**src/mim_pkg.sv**
```systemverilog
// Package of constants, types and register map for the interrupt enable block
package mim_pkg;

  // Register word width and bus address width
  localparam int MIM_DW = 32;
  localparam int MIM_AW = 4;

  // Register offsets (word indices on the plain register port)
  localparam logic [3:0] MIM_OFS_MASK = 4'h0;
  localparam logic [3:0] MIM_OFS_STATUS = 4'h1;
  localparam logic [3:0] MIM_OFS_SIGN = 4'h2;
  localparam logic [3:0] MIM_OFS_SRCCFG = 4'h3;

  // Bit positions of the low half of the first mask register
  localparam int MIM_B_ENERGY_RDY = 0;
  localparam int MIM_B_ACTIVE_LO = 1;
  localparam int MIM_B_REACTIVE_LO = 4;
  localparam int MIM_B_PSIGN_LO = 7;
  localparam int MIM_B_PULSE_LO = 11;
  localparam int MIM_B_SAMPLE_RDY = 15;
  localparam int MIM_B_CAPTURE_STOP = 16;
  localparam int MIM_B_PAGE_FULL = 17;
  localparam int MIM_NBITS = 18;

  // Counts of per-phase and per-pulse sources
  localparam int MIM_NPHASE = 3;
  localparam int MIM_NPULSE = 4;

  // Reset values
  localparam logic [31:0] MIM_RST_MASK = 32'h0000_0000;
  localparam logic [31:0] MIM_RST_ZERO = 32'h0000_0000;

  // Field layout of the source configuration register
  localparam int MIM_F_SRC_LO = 0;
  localparam int MIM_F_SRC_W = 2;
  localparam int MIM_F_UNIT = 4;
  localparam int MIM_F_PAGE_LO = 16;
  localparam int MIM_F_PAGE_W = 16;

  // Register port request as one bundle
  typedef struct packed {
    logic wr;
    logic rd;
    logic [3:0] addr;
    logic [31:0] wdata;
  } mim_req_t;

  // Raw event inputs from the metering core
  typedef struct packed {
    logic [15:0] page_done;
    logic capture_stopped;
    logic [3:0] sample_strobe;
    logic [3:0] pulse_pin;
    logic [3:0] pulse_sign;
    logic [2:0] active_sign;
    logic [2:0] reactive_sign;
    logic energy_sample_tick;
    logic energy_cycle_tick;
  } mim_evt_t;

  // Read pipeline slot states
  typedef enum logic [1:0] {
    MIM_RD_IDLE = 2'b00,
    MIM_RD_DATA = 2'b01
  } mim_rd_t;

endpackage : mim_pkg

```
**src/mim_top.sv**
```systemverilog
// Low-half interrupt enable mask with event capture and interrupt output
//
// Design decisions made here: the placing of the registers and the address-and-strobe port.
`timescale 1ns/10ps
// Summary of operation
// Selected waveform page full raises interrupt
// Capture stop after trigger raises interrupt
// New waveform samples raise interrupt
// Sample rate follows source selection
// Pulse falling edge raises interrupt, four enables
// Pulse sign change raises interrupt, four enables
// Per-phase reactive sign change interrupts
// Per-phase active sign change interrupts
// Energy update after programmed period fires
// Record pulse sign at pulse fall
// Enables read/write, reset zero, gate output
// Flags record regardless of enables
module mim_top
  import mim_pkg::*;
#(
  parameter int PERIOD_W = 16
)(
  // Clock, reset and clock enable
  input wire logic i_mclk,
  input wire logic i_srst,
  input wire logic i_ce,
  // Register port
  input wire logic [3:0] i_addr,
  input wire logic [31:0] i_wdata,
  input wire logic i_wr,
  input wire logic i_rd,
  output logic [31:0] o_rdata,
  // Event sources
  input wire logic [15:0] i_page_done,
  input wire logic i_capture_stopped,
  input wire logic [3:0] i_sample_strobe,
  input wire logic [3:0] i_pulse_pin,
  input wire logic [3:0] i_pulse_sign,
  input wire logic [2:0] i_active_sign,
  input wire logic [2:0] i_reactive_sign,
  input wire logic i_energy_sample_tick,
  input wire logic i_energy_cycle_tick,
  input wire logic [PERIOD_W-1:0] i_energy_period_count,
  // Interrupt and sign record
  output logic o_irq,
  output logic [3:0] o_pulse_sign_rec
);

  // Bundled request and events
  mim_req_t req;
  mim_evt_t evt;
  assign req = '{wr: i_wr, rd: i_rd, addr: i_addr, wdata: i_wdata};
  assign evt = '{page_done: i_page_done, capture_stopped: i_capture_stopped,
                 sample_strobe: i_sample_strobe, pulse_pin: i_pulse_pin,
                 pulse_sign: i_pulse_sign, active_sign: i_active_sign,
                 reactive_sign: i_reactive_sign,
                 energy_sample_tick: i_energy_sample_tick,
                 energy_cycle_tick: i_energy_cycle_tick};

  // Address match helper used by both read and write decode
  function automatic logic hit(input logic [3:0] a, input logic [3:0] ofs);
    hit = (a == ofs);
  endfunction : hit

  // Software state
  logic [MIM_NBITS-1:0] irq_enable_mask_a; // Enable bits
  logic [31:0] src_cfg; // Source configuration word
  logic [3:0] pulse_prev; // Last pulse pin levels
  logic [3:0] pulse_sign_rec; // Sign of last pulse per output
  logic [3:0] pulse_sign_seen; // A first pulse has been recorded
  logic [2:0] active_prev; // Last active sign
  logic [2:0] reactive_prev; // Last reactive sign
  logic [15:0] page_prev; // Last page done levels
  logic capture_prev; // Last capture stopped level
  logic [PERIOD_W-1:0] egy_cnt; // Energy period counter
  mim_rd_t rd_state; // Read pipeline state

  // Decoded strobes
  wire wr_mask = req.wr && hit(req.addr, MIM_OFS_MASK);
  wire wr_cfg = req.wr && hit(req.addr, MIM_OFS_SRCCFG);
  wire rd_status = req.rd && hit(req.addr, MIM_OFS_STATUS);

  // Configuration fields
  wire [1:0] sample_source_select = src_cfg[MIM_F_SRC_LO +: MIM_F_SRC_W];
  wire energy_period_unit_select = src_cfg[MIM_F_UNIT];
  wire [15:0] page_irq_select = src_cfg[MIM_F_PAGE_LO +: MIM_F_PAGE_W];

  // Event detection
  wire [15:0] page_rise = evt.page_done & ~page_prev;
  wire page_evt = |(page_rise & page_irq_select);
  wire capture_evt = evt.capture_stopped & ~capture_prev;
  wire sample_evt = evt.sample_strobe[sample_source_select];
  wire [3:0] pulse_fall = pulse_prev & ~evt.pulse_pin;
  wire [3:0] psign_evt = pulse_fall & pulse_sign_seen & (evt.pulse_sign ^ pulse_sign_rec);
  wire [2:0] reactive_evt = evt.reactive_sign ^ reactive_prev;
  wire [2:0] active_evt = evt.active_sign ^ active_prev;
  wire egy_tick = energy_period_unit_select ? evt.energy_cycle_tick : evt.energy_sample_tick;
  wire egy_evt = egy_tick && (egy_cnt >= i_energy_period_count);

  // Assemble event vector in mask bit order
  logic [MIM_NBITS-1:0] evt_vec;
  assign evt_vec = {page_evt, capture_evt, sample_evt, pulse_fall, psign_evt,
                    reactive_evt, active_evt, egy_evt};

  // Sticky status flags, recorded regardless of enables
  logic [MIM_NBITS-1:0] status;
  mim_sticky #(.N(MIM_NBITS)) u_flags (
    .i_mclk(i_mclk),
    .i_srst(i_srst),
    .i_ce(i_ce),
    .i_set(evt_vec),
    .i_clr(rd_status),
    .o_flags(status)
  );

  // Interrupt is enabled flags combined
  wire next_irq = |(status & irq_enable_mask_a);

  // Register writes
  always_ff @(posedge i_mclk)
  begin
    if (i_srst)
    begin
      irq_enable_mask_a <= MIM_RST_MASK[MIM_NBITS-1:0];
      src_cfg <= MIM_RST_ZERO;
    end
    else if (i_ce)
    begin
      if (wr_mask)
        irq_enable_mask_a <= req.wdata[MIM_NBITS-1:0];
      if (wr_cfg)
        src_cfg <= req.wdata;
    end
  end

  // Edge history registers
  always_ff @(posedge i_mclk)
  begin
    if (i_srst)
    begin
      pulse_prev <= '0;
      active_prev <= '0;
      reactive_prev <= '0;
      page_prev <= '0;
      capture_prev <= 1'b0;
    end
    else if (i_ce)
    begin
      pulse_prev <= evt.pulse_pin;
      active_prev <= evt.active_sign;
      reactive_prev <= evt.reactive_sign;
      page_prev <= evt.page_done;
      capture_prev <= evt.capture_stopped;
    end
  end

  // Pulse sign record, captured on each falling pulse pin
  genvar g;
  generate
    for (g = 0; g < MIM_NPULSE; g++)
    begin : g_sign
      always_ff @(posedge i_mclk)
      begin
        if (i_srst)
        begin
          pulse_sign_rec[g] <= 1'b0;
          pulse_sign_seen[g] <= 1'b0;
        end
        else if (i_ce && pulse_fall[g])
        begin
          pulse_sign_rec[g] <= evt.pulse_sign[g];
          pulse_sign_seen[g] <= 1'b1;
        end
      end
    end
  endgenerate

  // Energy period counter: counts selected ticks, restarts on update
  always_ff @(posedge i_mclk)
  begin
    if (i_srst)
      egy_cnt <= '0;
    else if (i_ce && egy_tick)
      egy_cnt <= egy_evt ? '0 : egy_cnt + 1'b1;
  end

  // Read data mux
  logic [31:0] next_rdata;
  always_comb
  begin
    next_rdata = 32'h0000_0000;
    unique case (req.addr)
      MIM_OFS_MASK: next_rdata = {{(32-MIM_NBITS){1'b0}}, irq_enable_mask_a};
      MIM_OFS_STATUS: next_rdata = {{(32-MIM_NBITS){1'b0}}, status};
      MIM_OFS_SIGN: next_rdata = {28'h000_0000, pulse_sign_rec};
      MIM_OFS_SRCCFG: next_rdata = src_cfg;
      default: next_rdata = 32'h0000_0000;
    endcase
  end

  // Output registers; read data stand one cycle after the read strobe
  always_ff @(posedge i_mclk)
  begin
    if (i_srst)
    begin
      o_rdata <= 32'h0000_0000;
      o_irq <= 1'b0;
      o_pulse_sign_rec <= 4'h0;
      rd_state <= MIM_RD_IDLE;
    end
    else if (i_ce)
    begin
      o_rdata <= req.rd ? next_rdata : 32'h0000_0000;
      o_irq <= next_irq;
      o_pulse_sign_rec <= pulse_sign_rec;
      rd_state <= req.rd ? MIM_RD_DATA : MIM_RD_IDLE;
    end
  end

  // Assertions
  mask_reset_a: assert property (@(posedge i_mclk) $rose(i_srst) |=> irq_enable_mask_a == '0)
    else $error("mask not cleared by reset");
  irq_gate_a: assert property (@(posedge i_mclk) disable iff (i_srst)
    i_ce |=> o_irq == |($past(status) & $past(irq_enable_mask_a)))
    else $error("irq does not follow enabled flags");
  flag_record_a: assert property (@(posedge i_mclk) disable iff (i_srst)
    (i_ce && |evt_vec) |=> ((status & $past(evt_vec)) == $past(evt_vec)))
    else $error("event not recorded");
  page_full_a: assert property (@(posedge i_mclk) disable iff (i_srst)
    (i_ce && page_evt) |=> status[MIM_B_PAGE_FULL])
    else $error("page flag missing");
  capture_stop_a: assert property (@(posedge i_mclk) disable iff (i_srst)
    (i_ce && capture_evt) |=> status[MIM_B_CAPTURE_STOP])
    else $error("capture stop flag missing");
  sample_ready_a: assert property (@(posedge i_mclk) disable iff (i_srst)
    (i_ce && i_sample_strobe[sample_source_select]) |=> status[MIM_B_SAMPLE_RDY])
    else $error("sample ready flag missing");
  pulse_fall_a: assert property (@(posedge i_mclk) disable iff (i_srst)
    (i_ce && pulse_prev[0] && !i_pulse_pin[0]) |=> status[MIM_B_PULSE_LO])
    else $error("pulse flag missing");
  sign_record_a: assert property (@(posedge i_mclk) disable iff (i_srst)
    (i_ce && pulse_fall[0]) |=> pulse_sign_rec[0] == $past(i_pulse_sign[0]))
    else $error("pulse sign not recorded");
  active_sign_a: assert property (@(posedge i_mclk) disable iff (i_srst)
    (i_ce && i_active_sign[0] != active_prev[0]) |=> status[MIM_B_ACTIVE_LO])
    else $error("active sign flag missing");
  read_timing_a: assert property (@(posedge i_mclk) disable iff (i_srst)
    (i_ce && !i_rd) |=> o_rdata == 32'h0000_0000)
    else $error("read data outside read cycle");

  // Read data may only be nonzero in the slot right after a read strobe
  read_slot_a: assert property (@(posedge i_mclk) disable iff (i_srst)
    (o_rdata != 32'h0000_0000) |-> (rd_state == MIM_RD_DATA))
    else $error("read data outside read slot");

  // A low clock enable freezes the enables and the interrupt level
  ce_freeze_a: assert property (@(posedge i_mclk) disable iff (i_srst)
    !i_ce |=> ($stable(irq_enable_mask_a) && $stable(o_irq)))
    else $error("state moved while clock enable low");

  // A pulse sign change sets its own flag
  psign_flag_a: assert property (@(posedge i_mclk) disable iff (i_srst)
    (i_ce && psign_evt[0]) |=> status[MIM_B_PSIGN_LO])
    else $error("pulse sign change flag missing");

  // Phase B reactive sign change sets the phase B flag
  reactive_sign_a: assert property (@(posedge i_mclk) disable iff (i_srst)
    (i_ce && reactive_evt[1]) |=> status[MIM_B_REACTIVE_LO + 1])
    else $error("reactive sign flag missing");

  // Energy update sets its flag and restarts the period counter
  energy_ready_a: assert property (@(posedge i_mclk) disable iff (i_srst)
    (i_ce && egy_evt) |=> (status[MIM_B_ENERGY_RDY] && egy_cnt == '0))
    else $error("energy update not flagged");

  // A status read with no new event leaves every flag clear
  status_clear_a: assert property (@(posedge i_mclk) disable iff (i_srst)
    (i_ce && rd_status && !(|evt_vec)) |=> (status == '0))
    else $error("status not cleared by read");

  // The sign output mirrors the internal record one cycle later
  sign_out_a: assert property (@(posedge i_mclk) disable iff (i_srst)
    i_ce |=> (o_pulse_sign_rec == $past(pulse_sign_rec)))
    else $error("sign output does not follow record");

endmodule : mim_top

```
**src/mim_sticky.sv**
```systemverilog
// Sticky event flag bank with set-over-clear and clear on status read
`timescale 1ns/10ps
module mim_sticky
  import mim_pkg::*;
#(
  parameter int N = 18
)(
  // Clock, reset, enable
  input wire logic i_mclk,
  input wire logic i_srst,
  input wire logic i_ce,
  // Events and clear
  input wire logic [N-1:0] i_set,
  input wire logic i_clr,
  // Flag state
  output logic [N-1:0] o_flags
);

  // Flags update: a new event wins over a read clear in the same cycle
  always_ff @(posedge i_mclk)
  begin
    if (i_srst)
      o_flags <= '0;
    else if (i_ce)
      o_flags <= (i_clr ? '0 : o_flags) | i_set;
  end

endmodule : mim_sticky

```
**config.mk**
```make
export PLATFORM = sky130hd
export DESIGN_NAME = mim_top
export DESIGN_NICKNAME = d
export VERILOG_FILES = /design/src/mim_pkg.sv /design/src/mim_top.sv /design/src/mim_sticky.sv
export SDC_FILE = /design/constraint.sdc
export NUM_CORES = 1
export LEC_CHECK = 0
export ABC_AREA = 1
export ABC_CLOCK_PERIOD_IN_PS = 2700
export BUFFER_PORTS_ARGS = -buffer_cell sky130_fd_sc_hd__clkbuf_2
export CAP_MARGIN = 0
export CORE_MARGIN = 2
export CORE_UTILIZATION = 60
export CTS_CLUSTER_SIZE = 28
export DETAILED_ROUTE_END_ITERATION = 8
export PLACE_DENSITY = 0.85
export SYNTH_ARGS = -nofsm -noshare
export SYNTH_HDL_FRONTEND = slang
export SYNTH_HIERARCHICAL = 1
export SYNTH_SLANG_ARGS = --single-unit
```
**constraint.sdc**
```tcl
create_clock -name i_mclk -period 2.7 [get_ports i_mclk]
set_input_delay 0.54 -clock i_mclk [delete_from_list [all_inputs] [get_ports i_mclk]]
set_output_delay 0.54 -clock i_mclk [all_outputs]
set_load 0.02 [all_outputs]
```
* Word-level counts from Yosys, hierarchy flattened
Index checks and enable logic that the tools add are counted.
** Word-level totals
- Flip-flop bits (word level) :: 156
- Input bits :: 94
- Word-level logic and storage cells :: 61
** Cells by class
- Add/subtract/negate cells :: 1
- Magnitude comparators :: 2
- Equality and inequality tests :: 3
- Multiplexer cells :: 7
- Bitwise logic cells :: 14
- Reductions and logical operators :: 14
** Operators with widths (count)
- $pmux W32 S4 :: 1
- $and A16 B16 Y16 :: 2
- $mux W32 :: 1
- $and A18 B18 Y18 :: 1
- $mux W18 :: 1
- $or A18 B18 Y18 :: 1
- $reduce_or A18 Y1 :: 1
- $add A16 B1 Y16 const B :: 1
- $ge A16 B16 Y1 :: 1
- $mux W16 :: 1
- $not A16 Y16 :: 1
- $reduce_or A16 Y1 :: 1
- $and A4 B4 Y4 :: 3
- $logic_and A1 B1 Y1 :: 9
- $eq A4 B2 Y1 const B :: 2
- $xor A3 B3 Y3 :: 2
- $eq A4 B1 Y1 const B :: 1
- $logic_not A4 Y1 :: 1
- $not A4 Y4 :: 1
- $reduce_and A2 Y1 :: 2
- $xor A4 B4 Y4 :: 1
- $lt A2 B3 Y1 const B :: 1
- $bmux W1 S2 :: 1
- $mux W1 :: 2
- other kinds (2) :: 2

* Logic depth before layout (Yosys ltp)
Gate-level depths: netlist of run 1.
- Depth after elaboration :: 5
- Gate-level depth with buffers :: 15
- Mapped depth without buffers :: 14

* Cells and area by module
Netlist of run 1, hierarchy kept.
** By module, submodules not included
- mim_top :: times used 1, cells each 850, area an instance 6316.1 um^2
- mim_sticky :: times used 1, cells each 78, area an instance 661.9 um^2

* Worst setup path before layout of run 1
Ideal clock, no wire load.
- Kind :: input to register
- From :: input port i_energy_period_count[11]
- To :: register egy_cnt[9]
- Data arrival time :: 1.665 ns
- Required time :: 2.636 ns
- Path slack :: 0.971 ns
- Stages on the path :: 10
- Path buffers :: 1
- Cell sequence :: inv_1 > ha_1 > a21oi_1 > o21ai_0 > a21oi_2 > nand2_1 > nand2_1 > nand2_2 > buf_6 > nor2_1
** On the way
- Longest elaborated chain between the ends :: 3
** RTL lines
- from (decl) :: RTL line mim_top.sv:43 : input wire logic [PERIOD_W-1:0] i_energy_period_count,
- $ge A16 B16 Y1 :: RTL line mim_top.sv:98 : wire egy_evt = egy_tick && (egy_cnt >= i_energy_period_count);
- $logic_and A1 B1 Y1 :: RTL line mim_top.sv:98
- $mux W16 :: RTL line mim_top.sv:184 : egy_cnt <= egy_evt ? '0 : egy_cnt + 1'b1;
- to (signal assigned) :: RTL line mim_top.sv:184
- to (decl) :: RTL line mim_top.sv:75 : logic [PERIOD_W-1:0] egy_cnt;
No other way between the ends.
A chain may end at the register's enable or synchronous reset.

* Final worst setup path of run 1
- From :: register egy_cnt[3]
- To :: register egy_cnt[1]
** On the way
- Longest elaborated chain between the ends :: 3
** RTL lines (RTL line)
- $ge A16 B16 Y1 :: mim_top.sv:98
- $logic_and A1 B1 Y1 :: mim_top.sv:98
- $mux W16 :: mim_top.sv:184
No other way between the ends.

==> results.ini, run 1 <==
[grt]
antenna_found_initial=0
grt_pass1_wl_um=29010
grt_overflow=0
grt_pass1_vias=6011
grt_max_degree=72
grt_usage=0.2902

[clocking]
hold_buffers=0
cts_buffer_depth=2
numCtsBuffers=17
cts_setup_buffers=0
htreeDepth=4
clock_sinks=156
cts-root-buf=clkbuf_16
cts_tree=built
ctsResizeCount=0
clk_pin_slew_ns=0.06
clkLatencyLatePin_ns=0.42

[min_path]
hold_class=in -> reg

[die]
fp.dieH_um=111.8
die_w_um=111.8
std_cell_rows=39
core_region_area_mm2=0.01137
die-area_mm2=0.01251
ios=131
start_util=0.6137

[flow_run]
max-cap-violations=0

[place]
portBuffers=130
dp_hpwl_um=12540
place_inst=1165
place.gp.congestion=0.9127
place_ws_ns=0.6605

[sta]
grt_setup_unrepaired=no
fin_crit_sh=0.6552
setup_slack_ns=0.9310
slew_headroom=0.4993
hold_viol_final=0
setup_violations=0
worst_pin_slew_ns=0.7511
drv_slew=0
tns_ns=0
fmax_ghz=0.5653
post-route-min-period_ns=1.769
worst_clock_skew_ns=0.005763

[pwr]
peakVddDrop_v=0.0005234
power.density_mw_per_mm2=618.2
p_leak_nw=3.388

[routing]
dr.pass1.iters=5
totalWireLength_um=17830
ant_nets=0
drtIter0Drc=506
via_count=6606
via_per_inst=5.542
drc=0
routedWlPerCell_um=14.96

[synth]
ys_async_sr_fraction=0
synthesis.nets=1039
synth_top_family_by_area=simple AND/OR/NAND/NOR gates
postSynthCellCount=928
ys_warn_count=6
ys_seq_area_frac=0.4476
synth-main-ff-cell=dfxtp_1
synth_fa_ha_area_frac=0.03048
synthSimpleGateAreaFrac=0.2274
synth_top_area_frac=0.4476
synth_top_area_cell=dfxtp_1
yosysUniqueCellTypes=45
synth_seq_cells=156
synth_compound_area_frac=0.1815
synth_mux_area_frac=0.001434
avgSynthCellArea_um2=7.519
synth_edf_count=0
mappedNetlistArea_mm2=0.006978
synth_xor_area_frac=0.02134
ys_top_cells_by_area=dfxtp_1 (45%), nand2_1 (12%), a21oi_1 (9.0%), o21ai_0 (5.2%), nor2_1 (4.6%)

[cells_and_area]
instances_no_fill=1192
area_delta_synth_final_pct=17.07
fin_util=0.7185
drive_gt1_frac=0.1840
diodes=0
nNetsFinal=1152
fill_cells=900

[setup_path]
arrival_ns=2.12
worst-path-max-fanout=14
worstSetupPathType=reg -> reg
end_kind=register
critical_path.startpoint_type=register
worstPathRequired_ns=3.05

[status]
status=completed

## cell usage after synthesis (2+ instances only)
library cell,number
o2111ai_1,2
nor3b_1,2
nand4_1,9
nor2_1,86
o21ai_0,72
a21oi_1,126
nand3b_1,4
nand2_2,4
nor4_1,6
ha_1,17
nor2_4,3
dfxtp_1,156
o31ai_1,2
xnor2_1,4
a21oi_2,2
xor2_1,13
inv_2,5
nand3_4,3
o221ai_1,14
nand3_1,22
nand2_1,217
buf_2,12
nor3_1,3
buf_4,3
buf_6,8
a221oi_1,4
clkbuf_1,21
inv_1,83
o21ai_1,9
## registers in the layout, summed over array words and instances (netlist names)
signal             cells
active_prev            3
capture_prev           1
egy_cnt               16
irq_enable_mask_a     18
o_irq                  1
o_pulse_sign_rec       4
o_rdata               32
page_prev             16
pulse_prev             4
pulse_sign_rec         4
pulse_sign_seen        4
reactive_prev          3
src_cfg               32
u_flags/o_flags       18
## layer usage
metal	track usage	vias up	share of wire
met5	0	-	0
li1	-	3278	-
met2	0.4675	287	0.47
met4	0.1399	0	0.038
met1	0.3671	2994	0.41
met3	0.06968	47	0.077
## cell families after synthesis
logic type / after synthesis
compound gates: 234
simple gates: 365
mux: 1
xor+xnor: 17
flops: 156
fa+ha+maj: 17
buf+inv: 138
## cells in the final DEF (no fill, tap or decap), types with 5 or more instances in the layout
cell type  Yosys  final
buf_4          3      9
ha_1          17     17
o21ai_0       72     72
o21ai_1        9      9
inv_2          5      5
xor2_1        13     13
nor2_1        86     86
inv_1         83     83
nor4_1         6      6
clkbuf_2       1    130
nand2_1      217    217
nand4_1        9      9
dfxtp_1      156    156
a21oi_1      126    126
clkbuf_16      0     17
o221ai_1      14     14
nand3_1       22     22
## worst max-delay path, stage by stage, from the launching register on
cell     delay (ns)
dfxtp_1        0.41
ha_1           0.28
nand2_1        0.08
nor2_1         0.05
nor2_1         0.07
nand2_1        0.07
nand2_1        0.06
nand2_1        0.06
nand2_1        0.11
nand2_1        0.06
nand2_1        0.09
nand2_2        0.19
nor2_1         0.17
## worst paths after layout
check                           depth (start not counted)  slack, ns           end      startpoint
worst min register to register                          2       0.46    src_cfg[7]      src_cfg[7]
worst max-delay path                                   12       0.93    egy_cnt[1]      egy_cnt[3]
worst max register to register                         12       0.93    egy_cnt[1]      egy_cnt[3]
worst min-delay path                                    3       0.36  page_prev[5]  i_page_done[5]
## power breakdown
part	switching, mW	leakage [nW]	total [mW]	internal [mW]
clock	0.899	0.264	2.28	1.38
combinational	0.235	1.86	0.370	0.135
sequential	0.0409	1.27	2.40	2.36
total	1.17	3.39	5.05	3.88
## layout make-up
class,count,area (um^2),area share
tap,143,178.9,0.02190
inverter,92,354.1,0.04335
clock buffer,19,452.9,0.05544
multi-input combinational,634,3224,0.3947
timing repair buffer,140,738.2,0.09037
clock inverter,8,97.59,0.01195
sequential,156,3123,0.3823
## through the flow
step	cell area, um^2	hold WS [ns]	power, mW
4_1_cts	8169	0.3499	5.047
6_report	8169	0.3594	5.050
5_1_grt	8169	0.3685	5.215
3_5_place_dp	7619	0.4515	2.813
2_1_floorplan	6978	0.4294	2.664
3_3_place_gp	7619	0.4443	2.804
No activity file was read; power rests on OpenSTA's default activity.
==> run 2, diff against run 1 <==
--- a/config.mk
+++ b/config.mk
@@ -6,14 +6,14 @@
 export NUM_CORES = 1
 export LEC_CHECK = 0
 export ABC_AREA = 1
-export ABC_CLOCK_PERIOD_IN_PS = 2700
+export ABC_CLOCK_PERIOD_IN_PS = 1580
 export BUFFER_PORTS_ARGS = -buffer_cell sky130_fd_sc_hd__clkbuf_2
 export CAP_MARGIN = 0
 export CORE_MARGIN = 2
-export CORE_UTILIZATION = 60
+export CORE_UTILIZATION = 50
 export CTS_CLUSTER_SIZE = 28
 export DETAILED_ROUTE_END_ITERATION = 8
-export PLACE_DENSITY = 0.85
+export PLACE_DENSITY = 0.76
 export SYNTH_ARGS = -nofsm -noshare
 export SYNTH_HDL_FRONTEND = slang
 export SYNTH_HIERARCHICAL = 1
==> constraint.sdc (replaced) <==
create_clock -name i_mclk -period 1.58 [get_ports i_mclk]
set_input_delay 0.316 -clock i_mclk [delete_from_list [all_inputs] [get_ports i_mclk]]
set_output_delay 0.316 -clock i_mclk [all_outputs]
set_load 0.02 [all_outputs]
==> run 2 against run 1 <==
  * The run now ends with negative setup slack left
  * Fmax increased by 2.7%
  * Final area increased by 8.2%
  * Flip-flop and latch count unchanged
  * Critical path type unchanged
==> results.ini, run 2 (synthesis gave the netlist of run 1 again) <==
[place]
portBuffers=130
place_ws_ns=-0.1795
place.gp.congestion=0.8941
dp_hpwl_um=12640

[pwr]
p_switching_mw=2.155
peakVddDrop_v=0.0008870
power_frac_seq=0.446
finalPower_mw=9.205
comb_power_share=0.077
power.density_mw_per_mm2=1042
p_sw_frac=0.2341
p_leak_nw=3.613
internal-power_mw=7.050
p_clk_frac=0.477

[clocking]
numCtsBuffers=17
clk_pin_slew_ns=0.06
htreeDepth=4
cts_tree=built
clkLatencyLatePin_ns=0.43
cts-root-buf=clkbuf_16
clock_sinks=156
cts_buffer_depth=2

[setup_path]
critical_path.startpoint_type=register
critPathBufInv=2
arrival_ns=2.10
crit_family=compound AO/OA/AOI/OAI gates
worst-path-max-fanout=3
worstSetupPathType=reg -> reg
end_kind=register
worstPathRequired_ns=1.95
cpPeakStageDelay_ns=0.39
crit_slowest_cell=o21ai_0
crit_chain=buf_4 -> inv_1 -> nor2_2 -> nand4_1 -> o21ai_0 -> o21ai_0 -> nor2_2

[die]
die-area_mm2=0.01492
ios=131
start_util=0.5066
core_region_area_mm2=0.01377
die_w_um=122.1
fp.dieH_um=122.1
std_cell_rows=43

[grt]
grt_overflow=0
grt_pass1_vias=6211
grt_usage=0.2499
grt_max_degree=57
antenna_found_initial=0
grt_pass1_wl_um=29270

[routing]
dr.pass1.iters=5
totalWireLength_um=18880
drtIter0Drc=471
via_per_inst=5.293
routedWlPerCell_um=14.96
via_count=6680
ant_nets=0
drc=0

[sta]
drv_slew=0
slew_headroom=0.6803
setup_violations=17
fin_crit_sh=1.090
post-route-min-period_ns=1.722
hold_viol_final=0
tns_ns=-0.9397
setup_slack_ns=-0.1424
fmax_ghz=0.5806
worst_clock_skew_ns=0.007780
holdWs_ns=0.1221
grt_setup_unrepaired=yes
worst_pin_slew_ns=0.4795

[cells_and_area]
drive_gt1_frac=0.2461
fill_cells=1172
final_common_cell=nand2_1
nNetsFinal=1179
layout_common_cells=nand2_1 (209), dfxtp_1 (152), clkbuf_2 (130)
reg_top3=o_rdata (32), src_cfg (32)
area_delta_synth_final_pct=26.63
fin_util=0.6415

[min_path]
hold_class=in -> reg

[status]
violations=negative setup slack
status=complete, but fails checks

[flow_run]
max-cap-violations=0

run 2: cell types whose count changed in the layout (fill, tap and decap cells not counted), moves of 4 or more:
cell / before / now
buf_12: 1 / 8
nor2_4: 3 / 7
a21oi_2: 2 / 6
nand2_1: 217 / 209
nor2_1: 86 / 69
a21oi_1: 126 / 122
buf_4: 9 / 27
dfxtp_2: 0 / 4
ha_1: 17 / 12
nor2_2: 1 / 14
dfxtp_1: 156 / 152
ha_4: 0 / 5
run 2: metrics by stage:
| step | instances | area [um^2] |
|---|---|---|
| floorplan | 928 | 6978 |
| global placement | 1226 | 7933 |
| detailed placement | 1226 | 7933 |
| CTS | 1259 | 8593 |
| global route | 1261 | 8833 |
| finish | 1262 | 8836 |
run 2: area by class of cell:
type                            instances  area, um^2  share of cell area
Clock inverter                         13       188.9             0.02138
Tap cell                              180       225.2             0.02549
Inverter                               92       354.1             0.04007
Multi-Input combinational cell        635        3460              0.3915
Clock buffer                           19       452.9             0.05126
Antenna cell                            1       2.502           0.0002832
Sequential cell                       156        3128              0.3540
Timing Repair Buffer                  166        1025              0.1160
run 2: worst paths after layout:
check	startpoint	end	slack, ns	depth (start not counted)
hold / removal	i_page_done[0]	page_prev[0]	0.12	3
hold reg to reg	src_cfg[15]	src_cfg[15]	0.45	2
setup reg to reg	egy_cnt[2]	egy_cnt[9]	-0.14	7
setup / recovery	egy_cnt[2]	egy_cnt[9]	-0.14	7
run 2: worst reg2reg max path: cells and delay by family (launching register included):
kind	cells	cell delay [ns]
AOI/OAI and AO/OA	2	0.61
buffers and inverters	2	0.19
DFF	1	0.36
and+or+nand+nor	3	0.51
run 2: timing repair:
action,CTS,global route
gates cloned,1,0
hold buffers,0,0
resized for setup,3,55
setup endpoints to repair,14,17
setup buffers,0,2
pin swaps,1,18
run 2: power by group through the flow:
stage               clock network [mW]  registers (mW)  logic (mW)
finish                            4.39            4.10       0.712
global route                      4.61            4.11       0.790
CTS                               4.44            4.10       0.666
detailed placement                   0            4.18       0.655
global placement                     0            4.18       0.645
floorplan                            0            4.18       0.378
run 2: routing by layer:
| layer | vias to the layer above | routed length (um) | track usage |
|---|---|---|---|
| met5 | - | 0 | 0 |
| met4 | 0 | 658 | 0.1070 |
| met3 | 54 | 1347 | 0.07865 |
| met2 | 226 | 9129 | 0.4043 |
| met1 | 3067 | 7749 | 0.3067 |
| li1 | 3333 | - | - |
